==> src/rtl/fsp_pkg.sv <==
// Package with constants and types for the flash self-programming sequencer
package fsp_pkg;
    // Register byte offsets on the AXI4-Lite bus
    localparam logic [3:0]  FSP_CTRL_OFS      = 4'h0;  // self_program_control_reg
    localparam logic [3:0]  FSP_ADDR_OFS      = 4'h4;  // Target word address pointer
    localparam logic [3:0]  FSP_LOCK_OFS      = 4'h8;  // Lock bits, both sets
    localparam logic [3:0]  FSP_STAT_OFS      = 4'hC;  // Status
    // Control register fields
    localparam int          FSP_CTRL_GO_BIT   = 0;     // Store instruction strobe
    localparam int          FSP_CTRL_ERASE_BIT= 1;     // 1 erase, 0 write
    localparam int          FSP_CTRL_LOCK_BIT = 2;     // Not decoded; lock bits are set through the lock register
    localparam int          FSP_CTRL_CLR_BIT  = 3;     // Write 1 clears busy flag
    localparam int          FSP_CTRL_BUSY_BIT = 6;     // concurrent_region_busy_flag
    // Flash geometry in word addresses
    localparam int          FSP_AW            = 12;
    localparam int          FSP_PAGE_BITS     = 5;
    localparam logic [11:0] FSP_HALT_BASE     = 12'hC00; // Fixed halting region start
    // Loader start per loader_size_fuses code, all at or above the halting base
    localparam logic [11:0] FSP_LDR_BASE_0    = 12'hC00;
    localparam logic [11:0] FSP_LDR_BASE_1    = 12'hE00;
    localparam logic [11:0] FSP_LDR_BASE_2    = 12'hF00;
    localparam logic [11:0] FSP_LDR_BASE_3    = 12'hF80;
    // Lock bits reset to unprogrammed (1)
    localparam logic [3:0]  FSP_LOCK_RESET    = 4'hF;
    // Operation time
    localparam int          FSP_CLK_MHZ       = 10;
    localparam int          FSP_PROG_US       = 4000;
    localparam int          FSP_PROG_CYCLES   = FSP_PROG_US * FSP_CLK_MHZ;
    localparam logic [1:0]  FSP_RESP_OKAY     = 2'b00;
    localparam logic [1:0]  FSP_RESP_SLVERR   = 2'b10;
    typedef enum logic [2:0] {
        FSP_IDLE = 3'b001,
        FSP_RUN  = 3'b010,
        FSP_DONE = 3'b100
    } fsp_state_type;
endpackage : fsp_pkg

==> src/rtl/fsp_sequencer.sv <==
// Flash self-programming sequencer with loader region and concurrent-read control
//
// Behaviour
// RQ1: Store instruction starts erase/write only when fetched from the loader region.
// RQ2: From the loader region any page of the flash may be targeted.
// RQ3: Loader size fuses set the application/loader boundary.
// RQ4: Application lock bits protect the application region independently.
// RQ5: Loader lock bits protect the loader region separately.
// RQ6: Fixed boundary splits flash into concurrent-read and halting regions.
// RQ7: Programming concurrent-read page keeps CPU running, halting region readable.
// RQ8: Programming halting page stalls CPU whole operation; nothing readable.
// RQ9: Software must not touch concurrent-read code while it is programmed.
// RQ10: Software should disable or relocate interrupts while programming that region.
// RQ11: Busy flag reads one while concurrent-read region is blocked.
// RQ12: Busy flag stays set after completion until software clears it.
// RQ13: Loader region always lies wholly inside the halting region.
// RQ14: Stall choice depends on target page region, not the fetch region.
// RQ15: Lock bits set by software or programmer; cleared only by chip erase. Here reset also restores them.
// RQ16: Target address is latched at start; pointer may then change.
// RQ17: Stall output asserted from start to completion for halting-region targets.
//
// Chosen here: the AXI4-Lite register port and the placing of the registers.
`timescale 1ns/1ps
module fsp_sequencer
    import fsp_pkg::*;
#(
    parameter int PROG_CYCLES = FSP_PROG_CYCLES
) (
    input  wire logic              clk,
    input  wire logic              rst,
    // AXI4-Lite slave
    input  wire logic [3:0]        s_axi_awaddr,
    input  wire logic              s_axi_awvalid,
    output logic                   s_axi_awready,
    input  wire logic [31:0]       s_axi_wdata,
    input  wire logic [3:0]        s_axi_wstrb,
    input  wire logic              s_axi_wvalid,
    output logic                   s_axi_wready,
    output logic [1:0]             s_axi_bresp,
    output logic                   s_axi_bvalid,
    input  wire logic              s_axi_bready,
    input  wire logic [3:0]        s_axi_araddr,
    input  wire logic              s_axi_arvalid,
    output logic                   s_axi_arready,
    output logic [31:0]            s_axi_rdata,
    output logic [1:0]             s_axi_rresp,
    output logic                   s_axi_rvalid,
    input  wire logic              s_axi_rready,
    // CPU side
    input  wire logic [FSP_AW-1:0] cpu_fetch_addr,      // Address the CPU executes from
    input  wire logic [1:0]        loader_size_fuses,   // Static fuse setting
    input  wire logic              chip_erase,          // External programmer chip erase
    input  wire logic              prog_lock_we,        // External programmer lock write
    input  wire logic [3:0]        prog_lock_data,
    output logic                   cpu_stall,
    output logic                   concurrent_read_block,
    // Flash array side
    output logic                   flash_op_start,
    output logic                   flash_op_erase,
    output logic [FSP_AW-1:0]      flash_op_addr,
    input  wire logic              flash_op_done
);

    // Sequencer, pointer and lock state
    fsp_state_type               state;
    logic [FSP_AW-1:0]           addr_ptr;
    logic [3:0]                  lock_bits;      // [3:2] loader set, [1:0] application set
    logic                        busy_flag;
    logic                        denied;
    logic [15:0]                 op_count;
    logic                        timed_out;

    // Write channel holding registers
    logic                        aw_held;
    logic                        w_held;
    logic [3:0]                  aw_addr;
    logic [31:0]                 w_data;
    logic [3:0]                  w_strb;

    // Synchroniser stages
    logic [1:0]                  fuse_q1;
    logic [1:0]                  fuse_q2;
    logic                        erase_q1;
    logic                        erase_q2;
    logic                        done_q1;
    logic                        done_q2;

    // Decode and request terms
    logic [FSP_AW-1:0]           ldr_base;
    logic                        from_loader;
    logic                        target_in_loader;
    logic                        target_in_halt;
    logic                        write_locked;
    logic                        wr_fire;
    logic                        go_req;
    logic                        lock_req;
    logic                        clr_req;
    logic                        start_ok;
    logic [31:0]                 ctrl_read;

    // Lock masks and next-cycle bus views
    logic [3:0]                  sw_lock_mask;
    logic [3:0]                  pin_lock_mask;
    logic                        next_aw_held;
    logic                        next_w_held;
    logic                        next_bvalid;
    logic                        next_rvalid;

    // Fuse, chip-erase and done inputs pass two flip-flops before use
    // Fuses are static; the stages only shield against metastability
    always_ff @(posedge clk or posedge rst) begin
        if (rst) begin
            fuse_q1  <= 2'b00;
            fuse_q2  <= 2'b00;
            erase_q1 <= 1'b0;
            erase_q2 <= 1'b0;
            done_q1  <= 1'b0;
            done_q2  <= 1'b0;
        end else begin
            fuse_q1  <= loader_size_fuses;
            fuse_q2  <= fuse_q1;
            erase_q1 <= chip_erase;
            erase_q2 <= erase_q1;
            done_q1  <= flash_op_done;
            done_q2  <= done_q1;
        end
    end

    // Region decode; every loader base sits at or above the halting base
    // A new fuse code takes effect two cycles after it settles
    always_comb begin
        case (fuse_q2)                                               // [RQ3]
            2'd0:    ldr_base = FSP_LDR_BASE_0;
            2'd1:    ldr_base = FSP_LDR_BASE_1;
            2'd2:    ldr_base = FSP_LDR_BASE_2;
            default: ldr_base = FSP_LDR_BASE_3;
        endcase
    end
    assign from_loader      = cpu_fetch_addr >= ldr_base;            // [RQ1] [RQ13]
    assign target_in_loader = addr_ptr >= ldr_base;                  // [RQ2]
    assign target_in_halt   = addr_ptr >= FSP_HALT_BASE;             // [RQ6] [RQ14]
    // Lock pair 2'b11 is free; either zero bit forbids writes here
    // Read restrictions of the lock pairs are not modelled
    assign write_locked     = target_in_loader ? (lock_bits[3:2] != 2'b11)  // [RQ5]
                                               : (lock_bits[1:0] != 2'b11); // [RQ4]

    // Write channel capture; address and data may come in either order
    assign wr_fire = aw_held && w_held && !s_axi_bvalid;
    always_ff @(posedge clk or posedge rst) begin
        if (rst) begin
            aw_held <= 1'b0;
            w_held  <= 1'b0;
            aw_addr <= 4'h0;
            w_data  <= 32'h0000_0000;
            w_strb  <= 4'h0;
        end else begin
            if (s_axi_awvalid && s_axi_awready) begin
                aw_held <= 1'b1;
                aw_addr <= s_axi_awaddr;
            end else if (wr_fire) begin
                aw_held <= 1'b0;
            end
            if (s_axi_wvalid && s_axi_wready) begin
                w_held <= 1'b1;
                w_data <= s_axi_wdata;
                w_strb <= s_axi_wstrb;
            end else if (wr_fire) begin
                w_held <= 1'b0;
            end
        end
    end
    // Next-cycle channel view, so each ready can come from a flip-flop
    assign next_aw_held  = (s_axi_awvalid && s_axi_awready) || (aw_held && !wr_fire);
    assign next_w_held   = (s_axi_wvalid && s_axi_wready) || (w_held && !wr_fire);
    assign next_bvalid   = wr_fire || (s_axi_bvalid && !s_axi_bready);

    // Ready is low while a beat is held or the response waits
    always_ff @(posedge clk or posedge rst) begin
        if (rst) begin
            s_axi_awready <= 1'b0;
            s_axi_wready  <= 1'b0;
        end else begin
            s_axi_awready <= !next_aw_held && !next_bvalid;
            s_axi_wready  <= !next_w_held && !next_bvalid;
        end
    end

    // Write response; unaligned offsets answer with a slave error
    // Aligned holes answer OKAY and are ignored
    always_ff @(posedge clk or posedge rst) begin
        if (rst) begin
            s_axi_bvalid <= 1'b0;
            s_axi_bresp  <= FSP_RESP_OKAY;
        end else if (wr_fire) begin
            s_axi_bvalid <= 1'b1;
            s_axi_bresp  <= (aw_addr[1:0] == 2'b00) ? FSP_RESP_OKAY : FSP_RESP_SLVERR;
        end else if (s_axi_bready) begin
            s_axi_bvalid <= 1'b0;
        end
    end

    // Requests decoded from the captured address and data
    assign go_req   = wr_fire && aw_addr == FSP_CTRL_OFS && w_strb[0] && w_data[FSP_CTRL_GO_BIT];
    assign lock_req = wr_fire && aw_addr == FSP_LOCK_OFS && w_strb[0] && from_loader;
    assign clr_req  = wr_fire && aw_addr == FSP_CTRL_OFS && w_strb[0] && w_data[FSP_CTRL_CLR_BIT];
    assign start_ok = go_req && from_loader && !write_locked && state == FSP_IDLE;   // [RQ1]
    // All-ones mask when a source is silent
    assign sw_lock_mask  = lock_req ? w_data[3:0] : 4'hF;
    assign pin_lock_mask = prog_lock_we ? prog_lock_data : 4'hF;

    // Address pointer, freely writable even while an operation runs
    // The running operation already holds its own latched page
    always_ff @(posedge clk or posedge rst) begin
        if (rst) begin
            addr_ptr <= '0;
        end else if (wr_fire && aw_addr == FSP_ADDR_OFS && w_strb[1:0] == 2'b11) begin
            addr_ptr <= w_data[FSP_AW-1:0];
        end
    end

    // Lock bits only move from 1 to 0; only chip erase or reset restores them
    always_ff @(posedge clk or posedge rst) begin
        if (rst) begin
            lock_bits <= FSP_LOCK_RESET;
        end else if (erase_q2) begin
            lock_bits <= FSP_LOCK_RESET;                             // [RQ15]
        end else begin
            // Software and programmer may write in one cycle; both must stick
            lock_bits <= lock_bits & sw_lock_mask & pin_lock_mask;   // [RQ15]
        end
    end

    // Sequencer state and latched target
    always_ff @(posedge clk or posedge rst) begin
        if (rst) begin
            state          <= FSP_IDLE;
            flash_op_addr  <= '0;
            flash_op_erase <= 1'b0;
            flash_op_start <= 1'b0;
            cpu_stall      <= 1'b0;
            denied         <= 1'b0;
            op_count       <= 16'h0000;
        end else begin
            flash_op_start <= 1'b0;
            case (state)
                FSP_IDLE: begin
                    if (start_ok) begin
                        state          <= FSP_RUN;
                        flash_op_addr  <= {addr_ptr[FSP_AW-1:FSP_PAGE_BITS],
                                           {FSP_PAGE_BITS{1'b0}}};   // [RQ16]
                        flash_op_erase <= w_data[FSP_CTRL_ERASE_BIT];
                        flash_op_start <= 1'b1;
                        cpu_stall      <= target_in_halt;            // [RQ8] [RQ17] [RQ14]
                        op_count       <= 16'h0000;
                        denied         <= 1'b0;
                    end else if (go_req) begin
                        // Nothing reaches the array; status shows the refusal
                        denied <= 1'b1;                              // Refused start
                    end
                end
                FSP_RUN: begin
                    // Counted so a silent array cannot hold the core forever
                    op_count <= op_count + 16'h0001;
                    if (done_q2 || timed_out) begin
                        state     <= FSP_DONE;
                        cpu_stall <= 1'b0;                           // [RQ17]
                    end
                end
                FSP_DONE: begin
                    // Wait for the array to drop done so one operation is not seen twice
                    if (!done_q2) begin
                        state <= FSP_IDLE;
                    end
                end
                default: begin
                    state     <= FSP_IDLE;
                    cpu_stall <= 1'b0;
                end
            endcase
        end
    end
    // Safety bound in case the array never answers
    assign timed_out = op_count >= 16'(PROG_CYCLES - 1);

    // Busy flag: set by a concurrent-read start, held until software clears it
    // A set beats a clear in one cycle; clears while running are ignored
    always_ff @(posedge clk or posedge rst) begin
        if (rst) begin
            busy_flag <= 1'b0;
        end else if (start_ok && !target_in_halt) begin
            busy_flag <= 1'b1;                                       // [RQ11] [RQ7]
        end else if (clr_req && state == FSP_IDLE) begin
            busy_flag <= 1'b0;                                       // [RQ12]
        end
    end

    // Block reads of the concurrent-read region while flag stands
    // Raised in the start cycle so no read slips in before the flag
    always_ff @(posedge clk or posedge rst) begin
        if (rst) begin
            concurrent_read_block <= 1'b0;
        end else begin
            concurrent_read_block <= busy_flag || (start_ok && !target_in_halt); // [RQ7] [RQ12]
        end
    end

    // Bit0 stays high until idle, so polling software never meets a refused start
    assign ctrl_read = {25'd0, busy_flag, 3'd0, 1'b0, flash_op_erase, 1'b0} | 32'(state != FSP_IDLE);

    // Read channel with one register stage
    // Unaligned offsets read zero with a slave error
    always_ff @(posedge clk or posedge rst) begin
        if (rst) begin
            s_axi_rvalid <= 1'b0;
            s_axi_rdata  <= 32'h0000_0000;
            s_axi_rresp  <= FSP_RESP_OKAY;
        end else if (s_axi_arvalid && s_axi_arready) begin
            s_axi_rvalid <= 1'b1;
            s_axi_rresp  <= FSP_RESP_OKAY;
            case (s_axi_araddr)
                FSP_CTRL_OFS: s_axi_rdata <= ctrl_read;              // [RQ11]
                FSP_ADDR_OFS: s_axi_rdata <= 32'(addr_ptr);
                FSP_LOCK_OFS: s_axi_rdata <= {28'd0, lock_bits};
                FSP_STAT_OFS: s_axi_rdata <= {27'd0, denied, from_loader, fuse_q2, cpu_stall};
                default: begin
                    s_axi_rdata <= 32'h0000_0000;
                    s_axi_rresp <= FSP_RESP_SLVERR;
                end
            endcase
        end else if (s_axi_rready) begin
            s_axi_rvalid <= 1'b0;
        end
    end
    assign next_rvalid   = (s_axi_arvalid && s_axi_arready) || (s_axi_rvalid && !s_axi_rready);

    // Address is refused while read data still waits for the master
    always_ff @(posedge clk or posedge rst) begin
        if (rst) begin
            s_axi_arready <= 1'b0;
        end else begin
            s_axi_arready <= !next_rvalid;
        end
    end

endmodule : fsp_sequencer

==> config.mk <==
export PLATFORM = sky130hd
export DESIGN_NAME = fsp_sequencer
export DESIGN_NICKNAME = d
export VERILOG_FILES = /design/src/rtl/fsp_pkg.sv /design/src/rtl/fsp_sequencer.sv
export SDC_FILE = /design/constraint.sdc
export NUM_CORES = 1
export LEC_CHECK = 0
export ABC_AREA = 1
export BUFFER_PORTS_ARGS = -buffer_cell sky130_fd_sc_hd__buf_2
export CAP_MARGIN = 20
export CORE_MARGIN = 2
export CORE_UTILIZATION = 40
export DETAILED_ROUTE_END_ITERATION = 8
export MAX_ROUTING_LAYER = met4
export PLACE_DENSITY = 0.68
export SYNTH_ARGS = -nofsm -noshare
export SYNTH_HDL_FRONTEND = slang
export SYNTH_SLANG_ARGS = --single-unit
export TNS_END_PERCENT = 30
==> constraint.sdc <==
create_clock -name clk -period 3.3 [get_ports clk]
set_input_delay 0.495 -clock clk [delete_from_list [all_inputs] [get_ports clk]]
set_output_delay 0.495 -clock clk [all_outputs]
set_load 0.03 [all_outputs]
==> results of run 1 <==
## critical path: stages (launching register included)
cell	delay, ps
dfrtp_1	410
nor2_1	160
ha_1	270
a21oi_1	140
nand2_1	80
nand2_1	120
nand3_1	110
nand2_2	100
nand3_4	110
nor2_4	250
inv_2	150
nand2_1	90
nand2_1	50
## placed cells by master (no fill, tap or decap), types with 9 or more instances in the layout
cell type	synthesis	routed
nand2_2	14	14
o21ai_0	34	34
nand2_1	188	188
nor2_1	41	41
buf_2	0	79
a21oi_1	14	14
conb_1	1	27
nand3_1	22	22
nor3_1	10	10
clkbuf_16	0	9
inv_1	55	54
dfrtp_1	90	90
## per-stage QoR
step / worst slack, ps / util [%] / total power [mW] / instance area (um^2) / hold WS, ps
6_report: 1150 / 48.1 / 3.76 / 5280 / 253
5_1_grt: 977 / 48.1 / 4.04 / 5280 / 251
4_1_cts: 1140 / 48.1 / 3.80 / 5280 / 255
3_5_place_dp: 1060 / 45.6 / 2.82 / 5000 / 336
3_3_place_gp: 1150 / 45.6 / 2.77 / 5000 / 335
2_1_floorplan: 336 / - / 2.54 / 4650 / 331
## final cells by class
type                    count  area, um^2
flip-flops and latches     95        2380
clock buffers              13         260
inverters                  60         226
well taps                 140         175
fillers                  1073        5700
repair buffers             81         423
clock inverters             3        17.5
multi-input cells         389        1800
## worst max-delay path by stage
stage / from / to / slack [ps] / depth (start not counted)
2_1_floorplan: rst / addr_ptr[0] / 340 / 1
3_3_place_gp: cpu_fetch_addr[9] / flash_op_addr[10] / 1150 / 11
3_5_place_dp: cpu_fetch_addr[9] / flash_op_addr[8] / 1060 / 11
4_1_cts: fuse_q2[1] / flash_op_addr[8] / 1140 / 12
5_1_grt: fuse_q2[1] / flash_op_addr[7] / 980 / 12
6_report: fuse_q2[1] / flash_op_addr[8] / 1150 / 12
## flip-flops by register name, indices dropped and copies added (netlist names), 2 cells and up
signal / flops
lock_bits: 4
addr_ptr: 12
fuse_q2: 2
aw_addr: 4
w_data: 12
w_strb: 2
fuse_q1: 2
op_count: 16
flash_op_addr: 7
state: 3
s_axi_rdata: 12
## cell families after synthesis
group           after synthesis  synth area share (%)
flops                        95                  52.3
other cells                   1                0.0823
buf+inv                      95                  10.4
simple gates                294                  27.9
compound gates               60                  7.14
fa+ha+maj                     7                  1.92
xor+xnor                      1                 0.192
## metal layers
metal | GRT usage [%] | part of all wire [%]
met5 | - | 0
met4 | 5.58 | 1.8
met3 | 3.83 | 5.4
met2 | 26.1 | 46
met1 | 23.3 | 46
## power breakdown
part           internal, mW  leakage, nW  switching, mW
logic                 0.334         1.57          0.679
registers              1.50         1.18          0.290
clock network         0.550        0.136          0.410
==> reports/metrics.csv, run 1 <==
stage,metric,value,unit
critical_path,CP endpoint kind,register,
drt,Routed WL,9760,um
yosys,synthesized area,4550,um^2
power,Max VDD drop,0.446,mV
drt,number of DRC markers in iteration 0,210,
yosys,post-synth top area share,49.5,%
final_layout,Final Non-Filler Cells,781,
drt,detailed-route DRC error count,0,
drt,Via Count,3788,
placement,Placer Congestion,0.867,
critical_path,CP required,3530,ps
drt,routed len/inst,12.5,um
floorplan,io pins,129,
sta,setup violators final,0,
final_layout,antenna diode count,0,
critical_path,R2R Path Start,fuse_q2[1],
yosys,instance count of the mapped netlist,553,
yosys,Post-synth EDFFs,0,
floorplan,Die Ht,111,um
clock_tree,post-CTS sizing,0,
drt,post-DR vias/cell,4.85,
final_layout,# nets final,715,
grt,initial antenna violation count,0,
sta,Least-Margin Pin Slew,727,ps
floorplan,site row count,38,
yosys,"top cells by count, synth","nand2_1, dfrtp_1, inv_1, nor2_1, o21ai_0",
placement,IO buf count,79,
placement,placed instance count,765,
yosys,"Avg Cell Area, Syn",8.24,um^2
clock_tree,postcts setup bufs,0,
final_layout,layout cell share with drive strength beyond 1,20.6,%
floorplan,Chip Width,111,um
clock_tree,CTS tree,done,
worst_hold_path,hold crit path type,input port to async pin,
clock_tree,CTS Sinks,95,
yosys,YS warnings,0,
yosys,Main synth FF type,dfrtp_1,
critical_path,Reg2Reg Capture Point,flash_op_addr[8],
grt,grt total ovfl,0,
grt,GR Util All Layers,17.3,%
clock_tree,worst-skew pair later-pin latency,330,ps
critical_path,register-to-register path setup slack,1150,ps
floorplan,die area,12300,um^2
sta,final worst-path cycle share,65.2,%
critical_path,worst-case reg-to-reg path depth,12,
yosys,top-count cell post-synth,nand2_1,
power,P_leak,2.89,nW
clock_tree,"CTS clk-pin slew, worst paths",60,ps
clock_tree,H-Tree Depth,3,
final_layout,area grow syn2layout,16.0,%
critical_path,critical path arrival,2380,ps
critical_path,Setup crit start kind,register,
yosys,Post-synth ARST share,100,%
floorplan,initial cell density of the core,41.5,%
yosys,sequential area share after synthesis,52.3,%
power,PwrDens,713,nW/um^2
sta,RSZ-0062 raised after global routing,false,
clock_tree,clock tree root buffer cell,clkbuf_16,
grt,first-pass GRT wire length,16900,um
critical_path,WS Path Type,register to register,
sta,Max Clock Skew,6.09,ps
run,max_cap viols,0,
sta,setup TNS,0,ps
grt,largest net degree at the start of global routing,54,
critical_path,"critical path fanouts, max",11,
sta,Max Fclk,465,MHz
clock_tree,CTS Buf Count,9,
placement,hpwl dp,7250,um
clock_tree,hold buffers post-CTS,0,
sta,slew margin rel.,51.5,%
yosys,#FFs+latches synth,95,
yosys,post-synthesis cell type count,36,
outcome,result of the run,finished clean,
yosys,"area leader, netlist",dfrtp_1,
grt,vias in the first global route,3584,
clock_tree,Bufs on Longest Clock Path,2,
sta,Final Slew Violations,0,
sta,minimum clock period,2150,ps
drt,Post-DRT Antenna Nets,0,
drt,DR pass1 iterations,5,
sta,"Hold Vio Cnt, Final",0,
yosys,Synth area leaders,"dfrtp_1, nand2_1, inv_1, buf_4, o21ai_0",
floorplan,core area,11000,um^2
No activity file was read; power rests on OpenSTA's default activity.
==> inputs of run 2 (changes only) <==
--- a/config.mk
+++ b/config.mk
@@ -5,14 +5,14 @@
 export SDC_FILE = /design/constraint.sdc
 export NUM_CORES = 1
 export LEC_CHECK = 0
-export ABC_AREA = 1
+export ABC_AREA = 0
 export BUFFER_PORTS_ARGS = -buffer_cell sky130_fd_sc_hd__buf_2
 export CAP_MARGIN = 20
 export CORE_MARGIN = 2
 export CORE_UTILIZATION = 40
 export DETAILED_ROUTE_END_ITERATION = 8
 export MAX_ROUTING_LAYER = met4
-export PLACE_DENSITY = 0.68
+export PLACE_DENSITY = 0.71
 export SYNTH_ARGS = -nofsm -noshare
 export SYNTH_HDL_FRONTEND = slang
 export SYNTH_SLANG_ARGS = --single-unit
==> constraint.sdc (replaced) <==
create_clock -name clk -period 1.8 [get_ports clk]
set_input_delay 0.27 -clock clk [delete_from_list [all_inputs] [get_ports clk]]
set_output_delay 0.27 -clock clk [all_outputs]
set_load 0.03 [all_outputs]
==> reports/metrics.csv, run 2 <==
stage,metric,value,unit,change
floorplan,io pins,129,,unchanged
critical_path,Setup crit start kind,register,,
drt,number of DRC markers in iteration 0,121,,-42%
yosys,Synth area leaders,"dfrtp_1, mux2_2, buf_4, dfstp_2, nand2_1",,
sta,worst hold slack,3.36,ps,-250 ps
grt,M1 GR Usage,23.0,%,-0.23 points
yosys,"Avg Cell Area, Syn",12.0,um^2,+46%
floorplan,Chip Width,109,um,-1.1%
sta,post-route setup slack,-585,ps,-1730 ps
grt,grt total ovfl,0,,unchanged
power,Max VDD drop,0.705,mV,+58%
yosys,Main synth FF type,dfrtp_1,,
drt,detailed-route DRC error count,0,,unchanged
grt,busiest grt layer,met2,,
critical_path,WS Path Type,register to register,,
final_layout,number of flip-flops in the largest register,16,,unchanged
sta,Max Clock Skew,9.51,ps,+3.42 ps
final_layout,filler cell count,939,,-12%
final_layout,area grow syn2layout,26.9,%,
drt,post-DR vias/cell,5.06,,+4.3%
yosys,YS warnings,0,,unchanged
placement,pre-CTS WS,-731,ps,-1790 ps
yosys,fraction of synthesized area in multiplexers,11.6,%,+12 points
yosys,post-synthesis simple-gate area fraction,14.4,%,-14 points
yosys,#FFs+latches synth,95,,unchanged
drt,DR pass1 iterations,4,,-1
clock_tree,worst-skew pair later-pin latency,360,ps,+30 ps
placement,Placer Congestion,0.910,,+4.9%
yosys,instance count of the mapped netlist,371,,-33%
yosys,"top cells by count, synth","dfrtp_1, mux2_2, buf_4, nand2_1, inv_1",,
critical_path,worst-case reg-to-reg path depth,8,,-4
clock_tree,CTS Buf Count,9,,unchanged
critical_path,critical path arrival,2640,ps,+260 ps
final_layout,"commonest cells after routing, fill and taps aside","dfrtp_1, buf_2, mux2_2",,
floorplan,initial cell density of the core,41.0,%,-0.45 points
final_layout,post-route cell area,5640,um^2,+6.8%
final_layout,most flop-heavy register,op_count,,
final_layout,post-layout util,52.0,%,+4.0 points
sta,Max Fclk,419,MHz,-9.8%
yosys,adder and majority cell fraction of the synthesized area,1.97,%,+0.047 points
run,max_cap viols,0,,unchanged
floorplan,core area,10800,um^2,-1.3%
final_layout,layout cell share with drive strength beyond 1,44.9,%,+24 points
grt,GR Util All Layers,18.5,%,+1.2 points
power,Design Power,6.16,mW,+64%
clock_tree,"CTS clk-pin slew, worst paths",90,ps,+30 ps
yosys,post-synthesis cell type count,60,,+67%
outcome,result of the run,"complete, but fails checks",,
floorplan,site row count,38,,unchanged
clock_tree,CTS Sinks,95,,unchanged
yosys,combinational family with the most area after synthesis,simple AND/OR/NAND/NOR gates,,
drt,Post-DRT Antenna Nets,0,,unchanged
final_layout,"commonest non-fill, non-tap cell in the layout",dfrtp_1,,
placement,dpl cell area,5210,um^2,+4.1%
yosys,post-synth top area share,50.6,%,+1.2 points
critical_path,"critical path fanouts, max",7,,-4
grt,largest net degree at the start of global routing,96,,+78%
sta,final worst-path cycle share,133,%,+67 points
clock_tree,H-Tree Depth,3,,unchanged
yosys,XOR/XNOR Fraction of Synth Area,0.394,%,+0.20 points
yosys,top-count cell post-synth,dfrtp_1,,
grt,first-pass GRT wire length,16400,um,-2.8%
power,PwrDens,1090,nW/um^2,+53%
yosys,synthesized area,4450,um^2,-2.4%
yosys,Post-synth EDFFs,0,,unchanged
floorplan,Die Ht,109,um,-1.1%
floorplan,die area,12000,um^2,-2.3%
sta,slew margin rel.,66.3,%,+15 points
sta,minimum clock period,2390,ps,+233 ps
sta,Least-Margin Pin Slew,505,ps,-221 ps
drt,Routed WL,10100,um,+3.1%
yosys,Post-synth ARST share,100,%,unchanged
sta,"Hold Vio Cnt, Final",0,,unchanged
outcome,failing checks,setup timing,,
worst_hold_path,hold crit path type,input port to async pin,,
sta,setup violators final,36,,+36
yosys,sequential area share after synthesis,53.6,%,+1.3 points
critical_path,CP endpoint kind,register,,
clock_tree,postcts setup bufs,0,,unchanged
power,P_leak,2.89,nW,about the same
yosys,"area leader, netlist",dfrtp_1,,
sta,Final Slew Violations,0,,unchanged
yosys,Synth Area in Compound Gates,11.0,%,+3.9 points
grt,met3 Usage GRT,3.32,%,-0.51 points
final_layout,# nets final,575,,-20%
drt,Via Count,3242,,-14%
clock_tree,clock tree root buffer cell,clkbuf_8,,
grt,met2 usage,30.2,%,+4.1 points
grt,initial antenna violation count,0,,unchanged
drt,routed len/inst,15.7,um,+26%
final_layout,antenna diode count,0,,unchanged
placement,hpwl dp,7290,um,+0.55%
clock_tree,Bufs on Longest Clock Path,2,,unchanged
sta,RSZ-0062 raised after global routing,true,,
grt,vias in the first global route,3235,,-9.7%
critical_path,CP required,2050,ps,-1480 ps
placement,IO buf count,79,,unchanged
clock_tree,CTS tree,done,,
## run 2: cell count changes in the layout (fill, tap and decap cells not counted), moves of 17 or more
cell / change
nand2_1: -162
inv_1: -42
mux2_2: +35
nor2_1: -29
o21ai_0: -27
nand3_1: -17
buf_4: +33
## run 2: per-layer routing
layer,wire length [um],share of wire [%]
met1,4380,43
met2,5070,50
met3,442,4.4
met4,177,1.8
met5,0,0
## run 2: worst max-delay path, cell delays in order, from the launching register on
cell     delay (ps)
dfrtp_1         390
and2_4          180
ha_4            250
or3b_4          380
nor4_4          210
o311a_4         210
or2_4           160
a31oi_4         150
a211o_2         360
## run 2: cells by family (layout without fill, tap and decap cells)
group                      Yosys count  after routing
xor gates and xnor gates             2              2
AOI/OAI and AO/OA                   63             64
muxes                               44             44
other                                1             27
adders and majority gates            7              7
DFF                                 95             95
and+or+nand+nor                    108            108
buffers and inverters               51            154
## run 2: per-stage QoR
step,TNS (ps),cells
final,-16470,641
after global routing,-19640,641
after CTS,-16650,639
after detailed placement,-21190,622
after global placement,-18830,622
after floorplan,-17180,397
## run 2: repair_timing
action | 4_1_cts | 5_1_grt
hold buffers | 0 | 2
gates resized for setup | 33 | 4
hold endpoints to repair | 0 | 2
endpoints found under the setup margin | 36 | 36
gates cloned | 1 | 0
pin swaps | 23 | 5
## run 2: path summary, 6_finish.rpt
check | start | slack, ps | to
setup / recovery | fuse_q2[0] | -590 | op_count[12]
hold / removal | rst | 3 | w_held
setup reg to reg | fuse_q2[0] | -590 | op_count[12]
hold reg to reg | done_q1 | 350 | done_q2
max in group asynchronous | rst | 1380 | s_axi_rdata[3]
min in group clk | loader_size_fuses[1] | 10 | fuse_q1[1]
## run 2: final cells by class
class	count	area, um^2	area share [%]
repair buffers	124	790	14.0
well taps	140	175	3.10
clock inverters	6	109	1.93
multi-input cells	252	2000	35.5
inverters	14	56.3	0.998
clock buffers	10	128	2.26
flip-flops and latches	95	2380	42.2
## run 2: where the power goes
group | internal (mW) | total, mW | switching (mW)
combinational | 0.823 | 1.62 | 0.793
clock | 0.921 | 1.66 | 0.739
sequential | 2.58 | 2.88 | 0.305
